$ cat config.mk
export PLATFORM = sky130hd
export DESIGN_NAME = hvs_supervisor
export DESIGN_NICKNAME = d
export VERILOG_FILES = /design/src/shared/hvs_pkg.sv /design/src/verilog/hvs_supervisor.sv
export SDC_FILE = /design/constraint.sdc
export NUM_CORES = 1
export LEC_CHECK = 0
export ABC_CLOCK_PERIOD_IN_PS = 6200
export BUFFER_PORTS_ARGS = -buffer_cell sky130_fd_sc_hd__buf_2
export CORE_ASPECT_RATIO = 1.1
export CORE_UTILIZATION = 50
export CTS_CLUSTER_DIAMETER = 80
export DETAILED_ROUTE_END_ITERATION = 10
export PLACE_DENSITY_LB_ADDON = 0.25
export SYNTH_ARGS = -nofsm -noshare
export SYNTH_HDL_FRONTEND = slang
export SYNTH_SLANG_ARGS = --single-unit
$ cat constraint.sdc
create_clock -name CLK_IN -period 6.2 [get_ports CLK_IN]
set_input_delay 0.62 -clock CLK_IN [delete_from_list [all_inputs] [get_ports CLK_IN]]
set_output_delay 0.62 -clock CLK_IN [all_outputs]
set_load 0.01 [all_outputs]
$ cat src/shared/hvs_pkg.sv
// shared constants and types for the high-voltage output supervisor
package hvs_pkg;
  localparam int VAL_W = 16;
  localparam int ARC_CNT_W = 8;
  localparam int CLK_HZ = 200_000_000;
  localparam int SHOW_TIME_MS = 4000;
  localparam int ARC_WINDOW_MS = 10000;
  localparam int ARC_RECOVERY_DELAY_MS = 1000;
  localparam int TICK_US = 1000;
  localparam int TICK_CYCLES = CLK_HZ / 1_000_000 * TICK_US;
  localparam int LINE_MIN_VAC = 95;
  localparam int AIR_MAX_DEGC = 50;
  localparam int ARC_NUM_X2 = 3;
  localparam int VRAMP_PERMILLE = 200;
  localparam int IRAMP_PERMILLE = 100_000;
  localparam int ARC_RECOVERY_RAMP_RATE_PERMILLE = 5000;
  localparam logic [ARC_CNT_W-1:0] ARC_COUNT_RST = 8'h01;
  localparam logic ARC_COUNTING_RST = 1'b0;
  typedef enum logic [2:0] {
    IF_NONE,
    IF_USB,
    IF_ETH,
    IF_CAN,
    IF_SER
  } hvs_iface_type;
  typedef enum logic [1:0] {
    CTL_LOCAL,
    CTL_REMOTE
  } hvs_ctl_type;
endpackage

$ cat src/verilog/hvs_supervisor.sv
// supervisory control of the high-voltage output: control origin, faults, arcs, display
`timescale 1ns/1ps
module hvs_supervisor #(
  parameter int TICK_DIV = hvs_pkg::TICK_CYCLES,
  parameter int SHOW_TICKS = hvs_pkg::SHOW_TIME_MS * 1000 / hvs_pkg::TICK_US,
  parameter int WINDOW_TICKS = hvs_pkg::ARC_WINDOW_MS * 1000 / hvs_pkg::TICK_US,
  parameter int WAIT_TICKS = hvs_pkg::ARC_RECOVERY_DELAY_MS * 1000 / hvs_pkg::TICK_US
) (
  input wire logic CLK_IN,
  input wire logic SYS_RST_IN,
  input wire logic [4:0] IF_CMD_IN,
  input wire logic MENU_EXIT_BUTTON_IN,
  input wire logic SELECT_BUTTON_IN,
  input wire logic OUTPUT_TOGGLE_BUTTON_IN,
  input wire logic ENCODER_PUSH_IN,
  input wire logic RAIL_FAULT_IN,
  input wire logic LINK_DROP_IN,
  input wire logic TEMP_FAULT_IN,
  input wire logic SAFETY_LOOP_INPUT_IN,
  input wire logic LOOP_ACK_IN,
  input wire logic REMOTE_ON_IN,
  input wire logic REMOTE_OFF_IN,
  input wire logic IMMEDIATE_SHUTDOWN_MODE_IN,
  input wire logic ARC_COUNTING_WR_IN,
  input wire logic ARC_COUNTING_IN,
  input wire logic ALLOWED_ARC_COUNT_WR_IN,
  input wire logic [hvs_pkg::ARC_CNT_W-1:0] ALLOWED_ARC_COUNT_IN,
  input wire logic [hvs_pkg::VAL_W-1:0] CURRENT_SETPOINT_IN,
  input wire logic [hvs_pkg::VAL_W-1:0] OUTPUT_CURRENT_IN,
  input wire logic RAMP_DONE_IN,
  output logic LOCAL_INDICATOR_OUT,
  output hvs_pkg::hvs_iface_type IFACE_OUT,
  output logic PANEL_ACCEPT_OUT,
  output logic GEN_ENABLE_OUT,
  output logic RAMP_ENABLE_OUT,
  output logic ARC_RECOVERY_RAMP_RATE_SEL_OUT,
  output logic ERROR_OUT,
  output logic LOOP_ERROR_OUT,
  output logic ARC_LIMIT_EXCEEDED_FLAG_OUT,
  output logic [hvs_pkg::ARC_CNT_W-1:0] ARC_COUNT_OUT,
  output logic EDIT_CURRENT_OUT,
  output logic SHOW_SETPOINTS_OUT,
  output logic MENU_OPEN_OUT,
  output logic ARC_COUNTING_OUT,
  output logic [hvs_pkg::ARC_CNT_W-1:0] ALLOWED_ARC_COUNT_OUT
);
  import hvs_pkg::*;

  // button and sensor inputs come from pins: two-stage sync, then edge detect on buttons and ack; sensors used as levels
  localparam int NSYNC = 10;
  // loop bit resets to closed so leaving reset does not latch a false loop error
  localparam logic [NSYNC-1:0] SYNC_RST = 10'h100;
  logic [NSYNC-1:0] raw, s1_q, s2_q, s3_q;
  assign raw = {LOOP_ACK_IN, SAFETY_LOOP_INPUT_IN, TEMP_FAULT_IN, LINK_DROP_IN, RAIL_FAULT_IN,
                ENCODER_PUSH_IN, OUTPUT_TOGGLE_BUTTON_IN, SELECT_BUTTON_IN, MENU_EXIT_BUTTON_IN, 1'b0};
  always_ff @(posedge CLK_IN or posedge SYS_RST_IN) begin
    if (SYS_RST_IN) begin
      s1_q <= SYNC_RST;
      s2_q <= SYNC_RST;
      s3_q <= SYNC_RST;
    end else begin
      s1_q <= raw;
      s2_q <= s1_q;
      s3_q <= s2_q;
    end
  end
  logic menu_p, sel_p, tog_p, enc_p, ack_p, rail, link, temp, loop_closed;
  assign menu_p = s2_q[1] & ~s3_q[1];
  assign sel_p = s2_q[2] & ~s3_q[2];
  assign tog_p = s2_q[3] & ~s3_q[3];
  assign enc_p = s2_q[4] & ~s3_q[4];
  assign rail = s2_q[5];
  assign link = s2_q[6];
  assign temp = s2_q[7];
  assign loop_closed = s2_q[8];
  assign ack_p = s2_q[9] & ~s3_q[9];

  // millisecond tick from divider
  logic [31:0] div_q;
  logic tick;
  assign tick = (div_q == 32'(TICK_DIV - 1));
  always_ff @(posedge CLK_IN or posedge SYS_RST_IN) begin
    if (SYS_RST_IN) div_q <= '0;
    else div_q <= tick ? '0 : div_q + 32'h0000_0001;
  end

  // control origin
  hvs_ctl_type ctl_q;
  hvs_iface_type iface_q;
  logic any_cmd;
  assign any_cmd = |IF_CMD_IN;
  function automatic hvs_iface_type pick_iface(input logic [4:0] c);
    if (c[0]) return IF_USB;
    else if (c[1]) return IF_ETH;
    else if (c[2]) return IF_CAN;
    else if (c[3]) return IF_SER;
    else return IF_NONE;
  endfunction
  always_ff @(posedge CLK_IN or posedge SYS_RST_IN) begin
    if (SYS_RST_IN) begin
      ctl_q <= CTL_LOCAL;
      iface_q <= IF_NONE;
    end else if (any_cmd) begin
      ctl_q <= CTL_REMOTE;
      iface_q <= pick_iface(IF_CMD_IN);
    end else if (menu_p && ctl_q == CTL_REMOTE) begin
      ctl_q <= CTL_LOCAL;
    end
  end
  logic local_st;
  assign local_st = (ctl_q == CTL_LOCAL);
  assign LOCAL_INDICATOR_OUT = local_st;
  assign IFACE_OUT = local_st ? IF_NONE : iface_q;
  assign PANEL_ACCEPT_OUT = local_st;

  // arc configuration, factory defaults at reset
  logic counting_q;
  logic [ARC_CNT_W-1:0] allowed_q;
  always_ff @(posedge CLK_IN or posedge SYS_RST_IN) begin
    if (SYS_RST_IN) begin
      counting_q <= ARC_COUNTING_RST;
      allowed_q <= ARC_COUNT_RST;
    end else begin
      if (ARC_COUNTING_WR_IN) counting_q <= ARC_COUNTING_IN;
      if (ALLOWED_ARC_COUNT_WR_IN) allowed_q <= ALLOWED_ARC_COUNT_IN;
    end
  end
  assign ARC_COUNTING_OUT = counting_q;
  assign ALLOWED_ARC_COUNT_OUT = allowed_q;

  // arc detect: 2*output_current >= 3*current_setpoint, widened to avoid overflow
  logic arc;
  assign arc = ({1'b0, OUTPUT_CURRENT_IN, 1'b0} >= (VAL_W + 2)'(ARC_NUM_X2) * {2'b00, CURRENT_SETPOINT_IN});

  // faults; loop error is latched until closed and acknowledged
  logic loop_err_q, fault;
  always_ff @(posedge CLK_IN or posedge SYS_RST_IN) begin
    if (SYS_RST_IN) loop_err_q <= 1'b0;
    else if (!loop_closed) loop_err_q <= 1'b1;
    else if (ack_p) loop_err_q <= 1'b0;
  end
  assign fault = rail | link | temp;
  assign ERROR_OUT = fault | loop_err_q;
  assign LOOP_ERROR_OUT = loop_err_q;

  // output state machine
  typedef enum logic [2:0] {
    OUT_OFF,
    OUT_ON,
    OUT_RAMP_DOWN,
    OUT_ARC_RECOVERY_DELAY,
    OUT_ARC_RECOVERY_RAMP_RATE
  } hvs_out_type;
  hvs_out_type st_q;
  logic [31:0] wait_q, win_q;
  logic [ARC_CNT_W-1:0] arcs_q;
  logic flag_q, want_on, want_off, arc_trip;
  assign want_on = (local_st & tog_p) | (~local_st & REMOTE_ON_IN);
  // a panel toggle may switch off even under remote control
  assign want_off = tog_p | (~local_st & REMOTE_OFF_IN);
  assign arc_trip = counting_q && (arcs_q >= allowed_q);
  logic start_ok;
  assign start_ok = want_on && !fault && !loop_err_q && loop_closed;
  always_ff @(posedge CLK_IN or posedge SYS_RST_IN) begin
    if (SYS_RST_IN) begin
      st_q <= OUT_OFF;
      wait_q <= '0;
    end else begin
      case (st_q)
        OUT_OFF: begin
          if (start_ok) st_q <= OUT_ON;
        end
        OUT_ON: begin
          if (fault || loop_err_q) st_q <= OUT_OFF;
          else if (arc && IMMEDIATE_SHUTDOWN_MODE_IN) st_q <= OUT_OFF;
          else if (arc && arc_trip) st_q <= OUT_OFF;
          else if (arc && !counting_q) begin
            st_q <= OUT_ARC_RECOVERY_DELAY;
            wait_q <= '0;
          end else if (want_off) st_q <= OUT_RAMP_DOWN;
        end
        OUT_RAMP_DOWN: begin
          if (fault || loop_err_q || RAMP_DONE_IN) st_q <= OUT_OFF;
        end
        OUT_ARC_RECOVERY_DELAY: begin
          if (fault || loop_err_q || want_off) st_q <= OUT_OFF;
          else if (tick) begin
            if (wait_q >= 32'(WAIT_TICKS - 1)) st_q <= OUT_ARC_RECOVERY_RAMP_RATE;
            else wait_q <= wait_q + 32'h0000_0001;
          end
        end
        OUT_ARC_RECOVERY_RAMP_RATE: begin
          if (fault || loop_err_q) st_q <= OUT_OFF;
          else if (want_off) st_q <= OUT_RAMP_DOWN;
          else if (RAMP_DONE_IN) st_q <= OUT_ON;
        end
        default: st_q <= OUT_OFF;
      endcase
    end
  end
  // generation stays on during arc counting; regulator restores at once
  assign GEN_ENABLE_OUT = (st_q == OUT_ON) || (st_q == OUT_RAMP_DOWN) || (st_q == OUT_ARC_RECOVERY_RAMP_RATE);
  assign RAMP_ENABLE_OUT = (st_q != OUT_OFF);
  assign ARC_RECOVERY_RAMP_RATE_SEL_OUT = (st_q == OUT_ARC_RECOVERY_RAMP_RATE);

  // arc counter and window
  logic win_end;
  assign win_end = tick && (win_q >= 32'(WINDOW_TICKS - 1));
  always_ff @(posedge CLK_IN or posedge SYS_RST_IN) begin
    if (SYS_RST_IN) begin
      arcs_q <= '0;
      win_q <= '0;
    end else if (!counting_q) begin
      arcs_q <= '0;
      win_q <= '0;
    end else begin
      // window keeps time in arc cycles too; an arc on expiry opens the next window
      if (tick) win_q <= win_end ? '0 : win_q + 32'h0000_0001;
      if (win_end) arcs_q <= (st_q == OUT_ON && arc) ? 8'h01 : 8'h00;
      else if (st_q == OUT_ON && arc) arcs_q <= arcs_q + 8'h01;
    end
  end
  always_ff @(posedge CLK_IN or posedge SYS_RST_IN) begin
    if (SYS_RST_IN) flag_q <= 1'b0;
    else if (st_q == OUT_ON && arc && arc_trip && !IMMEDIATE_SHUTDOWN_MODE_IN) flag_q <= 1'b1;
    else if (want_on) flag_q <= 1'b0;
  end
  assign ARC_COUNT_OUT = arcs_q;
  assign ARC_LIMIT_EXCEEDED_FLAG_OUT = flag_q;

  // panel: edit select, menu
  logic edit_i_q, menu_q;
  always_ff @(posedge CLK_IN or posedge SYS_RST_IN) begin
    if (SYS_RST_IN) edit_i_q <= 1'b0;
    else if (local_st && sel_p) edit_i_q <= ~edit_i_q;
  end
  always_ff @(posedge CLK_IN or posedge SYS_RST_IN) begin
    if (SYS_RST_IN) menu_q <= 1'b0;
    else if (menu_p && local_st) menu_q <= ~menu_q;
  end
  assign EDIT_CURRENT_OUT = edit_i_q;
  assign MENU_OPEN_OUT = menu_q;

  // display: setpoints while off, timed view while on or in arc recovery, measured values in ramp-down
  logic show_q;
  logic [31:0] show_cnt_q;
  always_ff @(posedge CLK_IN or posedge SYS_RST_IN) begin
    if (SYS_RST_IN) begin
      show_q <= 1'b1;
      show_cnt_q <= '0;
    end else if (st_q == OUT_ON || st_q == OUT_ARC_RECOVERY_RAMP_RATE || st_q == OUT_ARC_RECOVERY_DELAY) begin
      if (enc_p && !menu_q) begin
        show_q <= ~show_q;
        show_cnt_q <= '0;
      end else if (show_q && tick) begin
        if (show_cnt_q >= 32'(SHOW_TICKS - 1)) begin
          show_q <= 1'b0;
          show_cnt_q <= '0;
        end else show_cnt_q <= show_cnt_q + 32'h0000_0001;
      end
    end else if (st_q == OUT_RAMP_DOWN) begin
      show_q <= 1'b0;
      show_cnt_q <= '0;
    end else if (start_ok) begin
      // generation starting: measured values from the first cycle
      show_q <= 1'b0;
      show_cnt_q <= '0;
    end else if (!show_q && tick) begin
      if (show_cnt_q >= 32'(SHOW_TICKS - 1)) show_q <= 1'b1;
      else show_cnt_q <= show_cnt_q + 32'h0000_0001;
    end
  end
  assign SHOW_SETPOINTS_OUT = show_q;
endmodule
=== Word level (Yosys, flattened, before mapping) ===
Index checks and enable logic that the tools add are counted.

* Add/subtract/negate cells: 5
* $mul: 1
* $lt $le $gt $ge: 5
* Equality and inequality tests: 25
* Muxes and demuxes: 57
* Bitwise gates (word level): 22
* Reductions and logical operators: 43

{| class="wikitable"
|+ Operators by type and width
! operator !! count
|-
| $mux W32 || 19
|-
| $add A32 B1 Y32 const B || 4
|-
| $pmux W32 S2 || 1
|-
| $mux W3 || 18
|-
| $eq A32 B18 Y1 const B || 1
|-
| $ge A32 B10 Y1 const B || 1
|-
| $ge A32 B12 Y1 const B || 1
|-
| $ge A32 B14 Y1 const B || 1
|-
| $mux W8 || 3
|-
| $ne A2 B2 Y1 const B || 10
|-
| $ge A17 B18 Y1 || 1
|-
| $mul A2 B16 Y18 const A || 1
|-
| $logic_and A1 B1 Y1 || 17
|-
| $pmux W3 S5 || 1
|-
| $mux W1 || 13
|-
| $ne A3 B1 Y1 const B || 3
|-
| $not A1 Y1 || 9
|-
| $add A8 B1 Y8 const B || 1
|-
| $and A1 B1 Y1 || 8
|-
| $ge A8 B8 Y1 || 1
|-
| $reduce_and A8 Y1 || 1
|-
| $reduce_bool A4 Y1 || 2
|-
| $logic_or A1 B1 Y1 || 7
|-
| $eq A3 B2 Y1 const B || 2
|-
| 19 further kinds || 32
|}

* Bits in registers: 185
* Input bits: 63
* Output and inout port bits: 31
* Word-level logic and storage cells: 176

=== Logic depth before layout (Yosys ltp) ===
* Depth in word-level cells: 10
* Gate-level depth with buffers: 19

=== Worst setup path before layout ===
No wires, ideal clock.

* Path kind: input to register
* Start point: in CURRENT_SETPOINT_IN[0] (netlist bit)
* End point: reg arcs_q[3], in the netlist ARC_COUNT_OUT[3]
* Setup time: 0.077 ns
* Arrival: 4.046 ns
* Required time: 6.123 ns
* Path slack: 2.077 ns
* Stages on the path: 18
* Path buffers: 1
* Path through: ha_1 fa_1 a211oi_1 o21a_1 o21ai_1 a41o_1 nand3_1 nand2_1 xor2_1 ha_1 nand3_1 nor3_1 o31ai_1 nor4bb_1 a311o_1 clkbuf_1 or4_1 a21oi_1

* Longest elaborated chain between the ends: 4

{| class="wikitable"
|+ Ends and longest elaborated chain
! element !! RTL line !! source
|-
| from (decl) || hvs_supervisor.sv:28 || <nowiki>input wire logic [hvs_pkg::VAL_W-1:0] CURRENT_SETPOINT_IN,</nowiki>
|-
| $mul A2 B16 Y18 || hvs_supervisor.sv:133 || <nowiki>assign arc = ({1'b0, OUTPUT_CURRENT_IN, 1'b0} >= (VAL_W + 2)'(ARC_NUM_X2) * {2'b00, CURRENT_SETPOINT_IN});</nowiki>
|-
| $ge A17 B18 Y1 || hvs_supervisor.sv:133 ||
|-
| $logic_and A1 B1 Y1 || hvs_supervisor.sv:220 || <nowiki>else if (st_q == OUT_ON && arc) arcs_q <= arcs_q + 8'h01;</nowiki>
|-
| $ne A3 B1 Y1 (no source line) || n/a ||
|-
| to (signal assigned) || hvs_supervisor.sv:219 || <nowiki>if (win_end) arcs_q <= (st_q == OUT_ON && arc) ? 8'h01 : 8'h00;</nowiki>
|-
| to (signal assigned) || hvs_supervisor.sv:220 ||
|-
| to (decl) || hvs_supervisor.sv:156 || <nowiki>logic [ARC_CNT_W-1:0] arcs_q;</nowiki>
|}

No other way between the ends.
A chain may end at the register's enable or synchronous reset.

=== Worst setup path in the final report ===
* Start point: in CURRENT_SETPOINT_IN[1] (netlist bit)
* End point: reg arcs_q[4], in the netlist ARC_COUNT_OUT[4]

The elaborated chain is that of the path after synthesis.

==> results by group <==
Layout
  – Fin area: 10,400 µm²
  – Commonest non-fill, non-tap cell in the layout: dfrtp_1
  – Area delta synth->final: 14.5%
  – # diodes: 0
  – Layout net count: about 1,100
  – Filler cells: 1,526
  – Share of cells above drive strength 1: 15.5%
  – Most frequent cells in the layout: 176 x dfrtp_1, 93 x buf_2, 92 x nor2_1, 63 x nand2_1, 44 x ha_1

Synthesis
  – EDFF count, synth: 0
  – Syn_area_per_cell: 10.2 µm²
  – Post-synth cell types: 72
  – Post-synthesis sequential area ratio: roughly 50%
  – Mapped Cells: 885
  – Post-synth top flop: dfrtp_1
  – Syn_nets: between 900 and 1,000
  – Seq cells post-synth: 180
  – Syn Std Cell Area: roughly 9000 µm²
  – Post-synthesis async set-or-reset flop share: 100%
  – Warnings, synthesis: 0

Critical path
  – Buf/Inv on CP: 1
  – Arrival @ worst endpoint: ~4600 ps
  – Crit path max-delay family: compound AO/OA/AOI/OAI gates
  – Worst setup SP type: input pin
  – Reg2reg setup slack: ~3200 ps
  – Worst-path cell chain: buf_2 -> ha_1 -> fa_1 -> a211oi_1 -> o21a_1 -> o21ai_1 -> a41o_1 -> nand3_1 -> nand2_1 -> xor2_1 -> ha_1 -> nand3_1 -> nor3_1 -> o31ai_1 -> nor4bb_1 -> a311o_1 -> or4_1 -> a21oi_1
  – Crit end category: register
  – CP max stage delay: ~550 ps
  – Worst r2r dst: show_cnt_q[18]
  – Slowest stage cell, crit path: a311o_1
  – Reg2reg path depth: 8
  – CP max FO: 19
  – Critical path class: in2reg
  – Reg-to-Reg Start: div_q[19]
  – WP data required: 6550 ps

Power and ir drop
  – Max VDD drop: around 0.21 mV
  – Leak: ~4.9 nW
  – Clock power share: 40.1%
  – NetSw: roughly 760 µW
  – Seq pwr share: a little under half
  – Switching Share: between 20% and 30%
  – Combinational power share: 14.8%
  – Power Internal: about 2 mW
  – Pwr/cell area: between 200 and 300 nW/µm²
  – Final Total Pwr: 2.76 mW

Timing
  – Setup violators final: 0
  – Final period util: between 60% and 70%
  – Setup TNS: 0 ps
  – Clock skew: roughly 13 ps
  – Fmax: ~230 MHz
  – RSZ-0062 raised after global routing: no
  – Min Hold Slack: 276 ps
  – Final Worst Setup Slack: just under 2000 ps
  – Worst-margin pin slew: 943 ps
  – Post-layout min period: ~4300 ps
  – Slew headroom: 37.2%
  – Pins Over Slew Limit: 0
  – Final hold violation count: 0

Global route
  – Vias in the first global route: 6,443
  – Total grt overflow: 0
  – Initial antenna violation count: 0
  – Gr usage total: between 20% and 30%
  – First-pass GRT wire length: roughly 31,000 µm
  – Largest net degree at the start of global routing: between 100 and 150

Place
  – Post-DP Area: 9740 µm²
  – DP HPWL: between 10,000 and 15,000 µm
  – IO buf count: just over 90
  – Routability cong.: 0.820
  – Pre-CTS WS: 1530 ps

Worst hold path
  – Hold wc startpoint: SAFETY_LOOP_INPUT_IN
  – Min-Delay Path Class: in2reg
  – Hold path depth: 1
  – Hold EP: s1_q[8]

Clock network
  – Clock-pin slew on the worst setup and hold paths: 70 ps
  – CTS Hold Bufs: 0
  – Worst-Skew Late Latency: about 440 ps
  – Num CTS Buffers: 17
  – Setup bufs post-CTS: 0
  – CTS tree: yes
  – CTS Root Cell: clkbuf_16
  – CTS max path bufs: 2
  – CTS sink cnt: between 150 and 200
  – H-tree levels: 4
  – Resized Gates After CTS: 0

Route
  – Routed vias: around 6,700
  – Vias/cell: roughly 5.4
  – Iter 0 DRT Violations: slightly above 400
  – Number of nets with antenna violations after routing: 0
  – Post-Route WL: roughly 18,000 µm
  – Drt first pass iters: 4
  – Drt drc: 0
  – WL/cell: 14.6 µm

Floorplanning
  – Die X: about 130 µm
  – Die footprint: between 15,000 and 20,000 µm²
  – Starting density of the core: around half
  – FP Rows: a little over 50
  – Die Ht: 143 µm
  – Ports: 94
  – Total core area: 17,700 µm²

Status
  – Status: finished clean

Job
  – MaxCap Viol Count: 0
## kinds of logic (layout without fill, tap and decap cells)
family	count (synthesis)	after routing	synth area share, %
AO/OA/AOI/OAI	174	174	13.3
multiplexers	3	3	0.374
flip-flops	180	180	49.9
AND/OR/NAND/NOR	366	366	21.4
XOR/XNOR	65	65	6.30
adder cells (fa/ha/maj)	45	45	6.31
buffers and inverters	52	159	2.48
## worst reg2reg max path, cell delays in order, from the launching register on
cell,delay (ps)
dfrtp_1,450
nor4_2,330
nand4_2,210
nor4_4,290
buf_4,270
nand3_1,410
a2111oi_4,650
a41oi_1,180
nor2_1,110
## cell usage after synthesis (all sizes together), types with 18 or more instances
cell	n	share of area (%)
xnor2	39	3.8
o21ai	34	1.9
inv	27	1.1
ha	44	6.1
nor4	25	2.1
nor2	92	3.8
and3	20	1.4
nand3	41	2.3
and2	38	2.6
dfrtp	176	49
nor2b	18	1.2
xor2	26	2.5
nand2	63	2.6
a21oi	43	2.4
## state kept, by name (all words and copies together), names as in the netlist, 3 cells and up
signal,cells
div_q,32
show_cnt_q,32
wait_q,32
win_q,32
s1_q,9
s2_q,9
ALLOWED_ARC_COUNT_OUT,8
ARC_COUNT_OUT,8
s3_q,5
iface_q,3
st_q,3
## layout make-up
type | count | area, µm² | share of cell area [%]
Sequential cell | 180 | 4510 | 43.6
Timing Repair Buffer | 100 | 518 | 5.00
Tap cell | 238 | 298 | 2.88
Inverter | 27 | 106 | 1.03
Clock buffer | 21 | 470 | 4.54
Multi-Input combinational cell | 653 | 4310 | 41.7
Clock inverter | 11 | 138 | 1.33
## power by group through the flow
stage	Sequential (mW)	Combinational [mW]	Clock [mW]
2_1_floorplan	1.26	0.296	0
3_3_place_gp	1.27	0.405	0
3_5_place_dp	1.27	0.411	0
4_1_cts	1.25	0.415	1.13
5_1_grt	1.25	0.463	1.18
6_report	1.25	0.408	1.11
## how the worst max path moves through the flow
stage                               endpoint  cells past startpoint                   start  slack, ps
floorplan           ALLOWED_ARC_COUNT_OUT[1]                      1              SYS_RST_IN        700
global placement            ARC_COUNT_OUT[3]                     18  CURRENT_SETPOINT_IN[1]       1640
detailed placement          ARC_COUNT_OUT[4]                     18  CURRENT_SETPOINT_IN[1]       1530
CTS                         ARC_COUNT_OUT[4]                     18  CURRENT_SETPOINT_IN[1]       1920
global route                ARC_COUNT_OUT[4]                     18  CURRENT_SETPOINT_IN[1]       1580
finish                      ARC_COUNT_OUT[4]                     18  CURRENT_SETPOINT_IN[1]       1930
## stage by stage
step	utilization, %	instances
after CTS	58.6	1230
after global routing	58.6	1230
after global placement	55.1	1198
after detailed placement	55.1	1198
final	58.6	1230
after floorplan	-	885
## layer usage
| metal | track usage (%) | wire [µm] |
|---|---|---|
| met2 | 33.1 | 8550 |
| met1 | 28.8 | 8530 |
| met4 | 7.34 | 311 |
| met3 | 4.98 | 596 |
| met5 | 0 | 0 |
No activity file was read; power rests on OpenSTA's default activity.
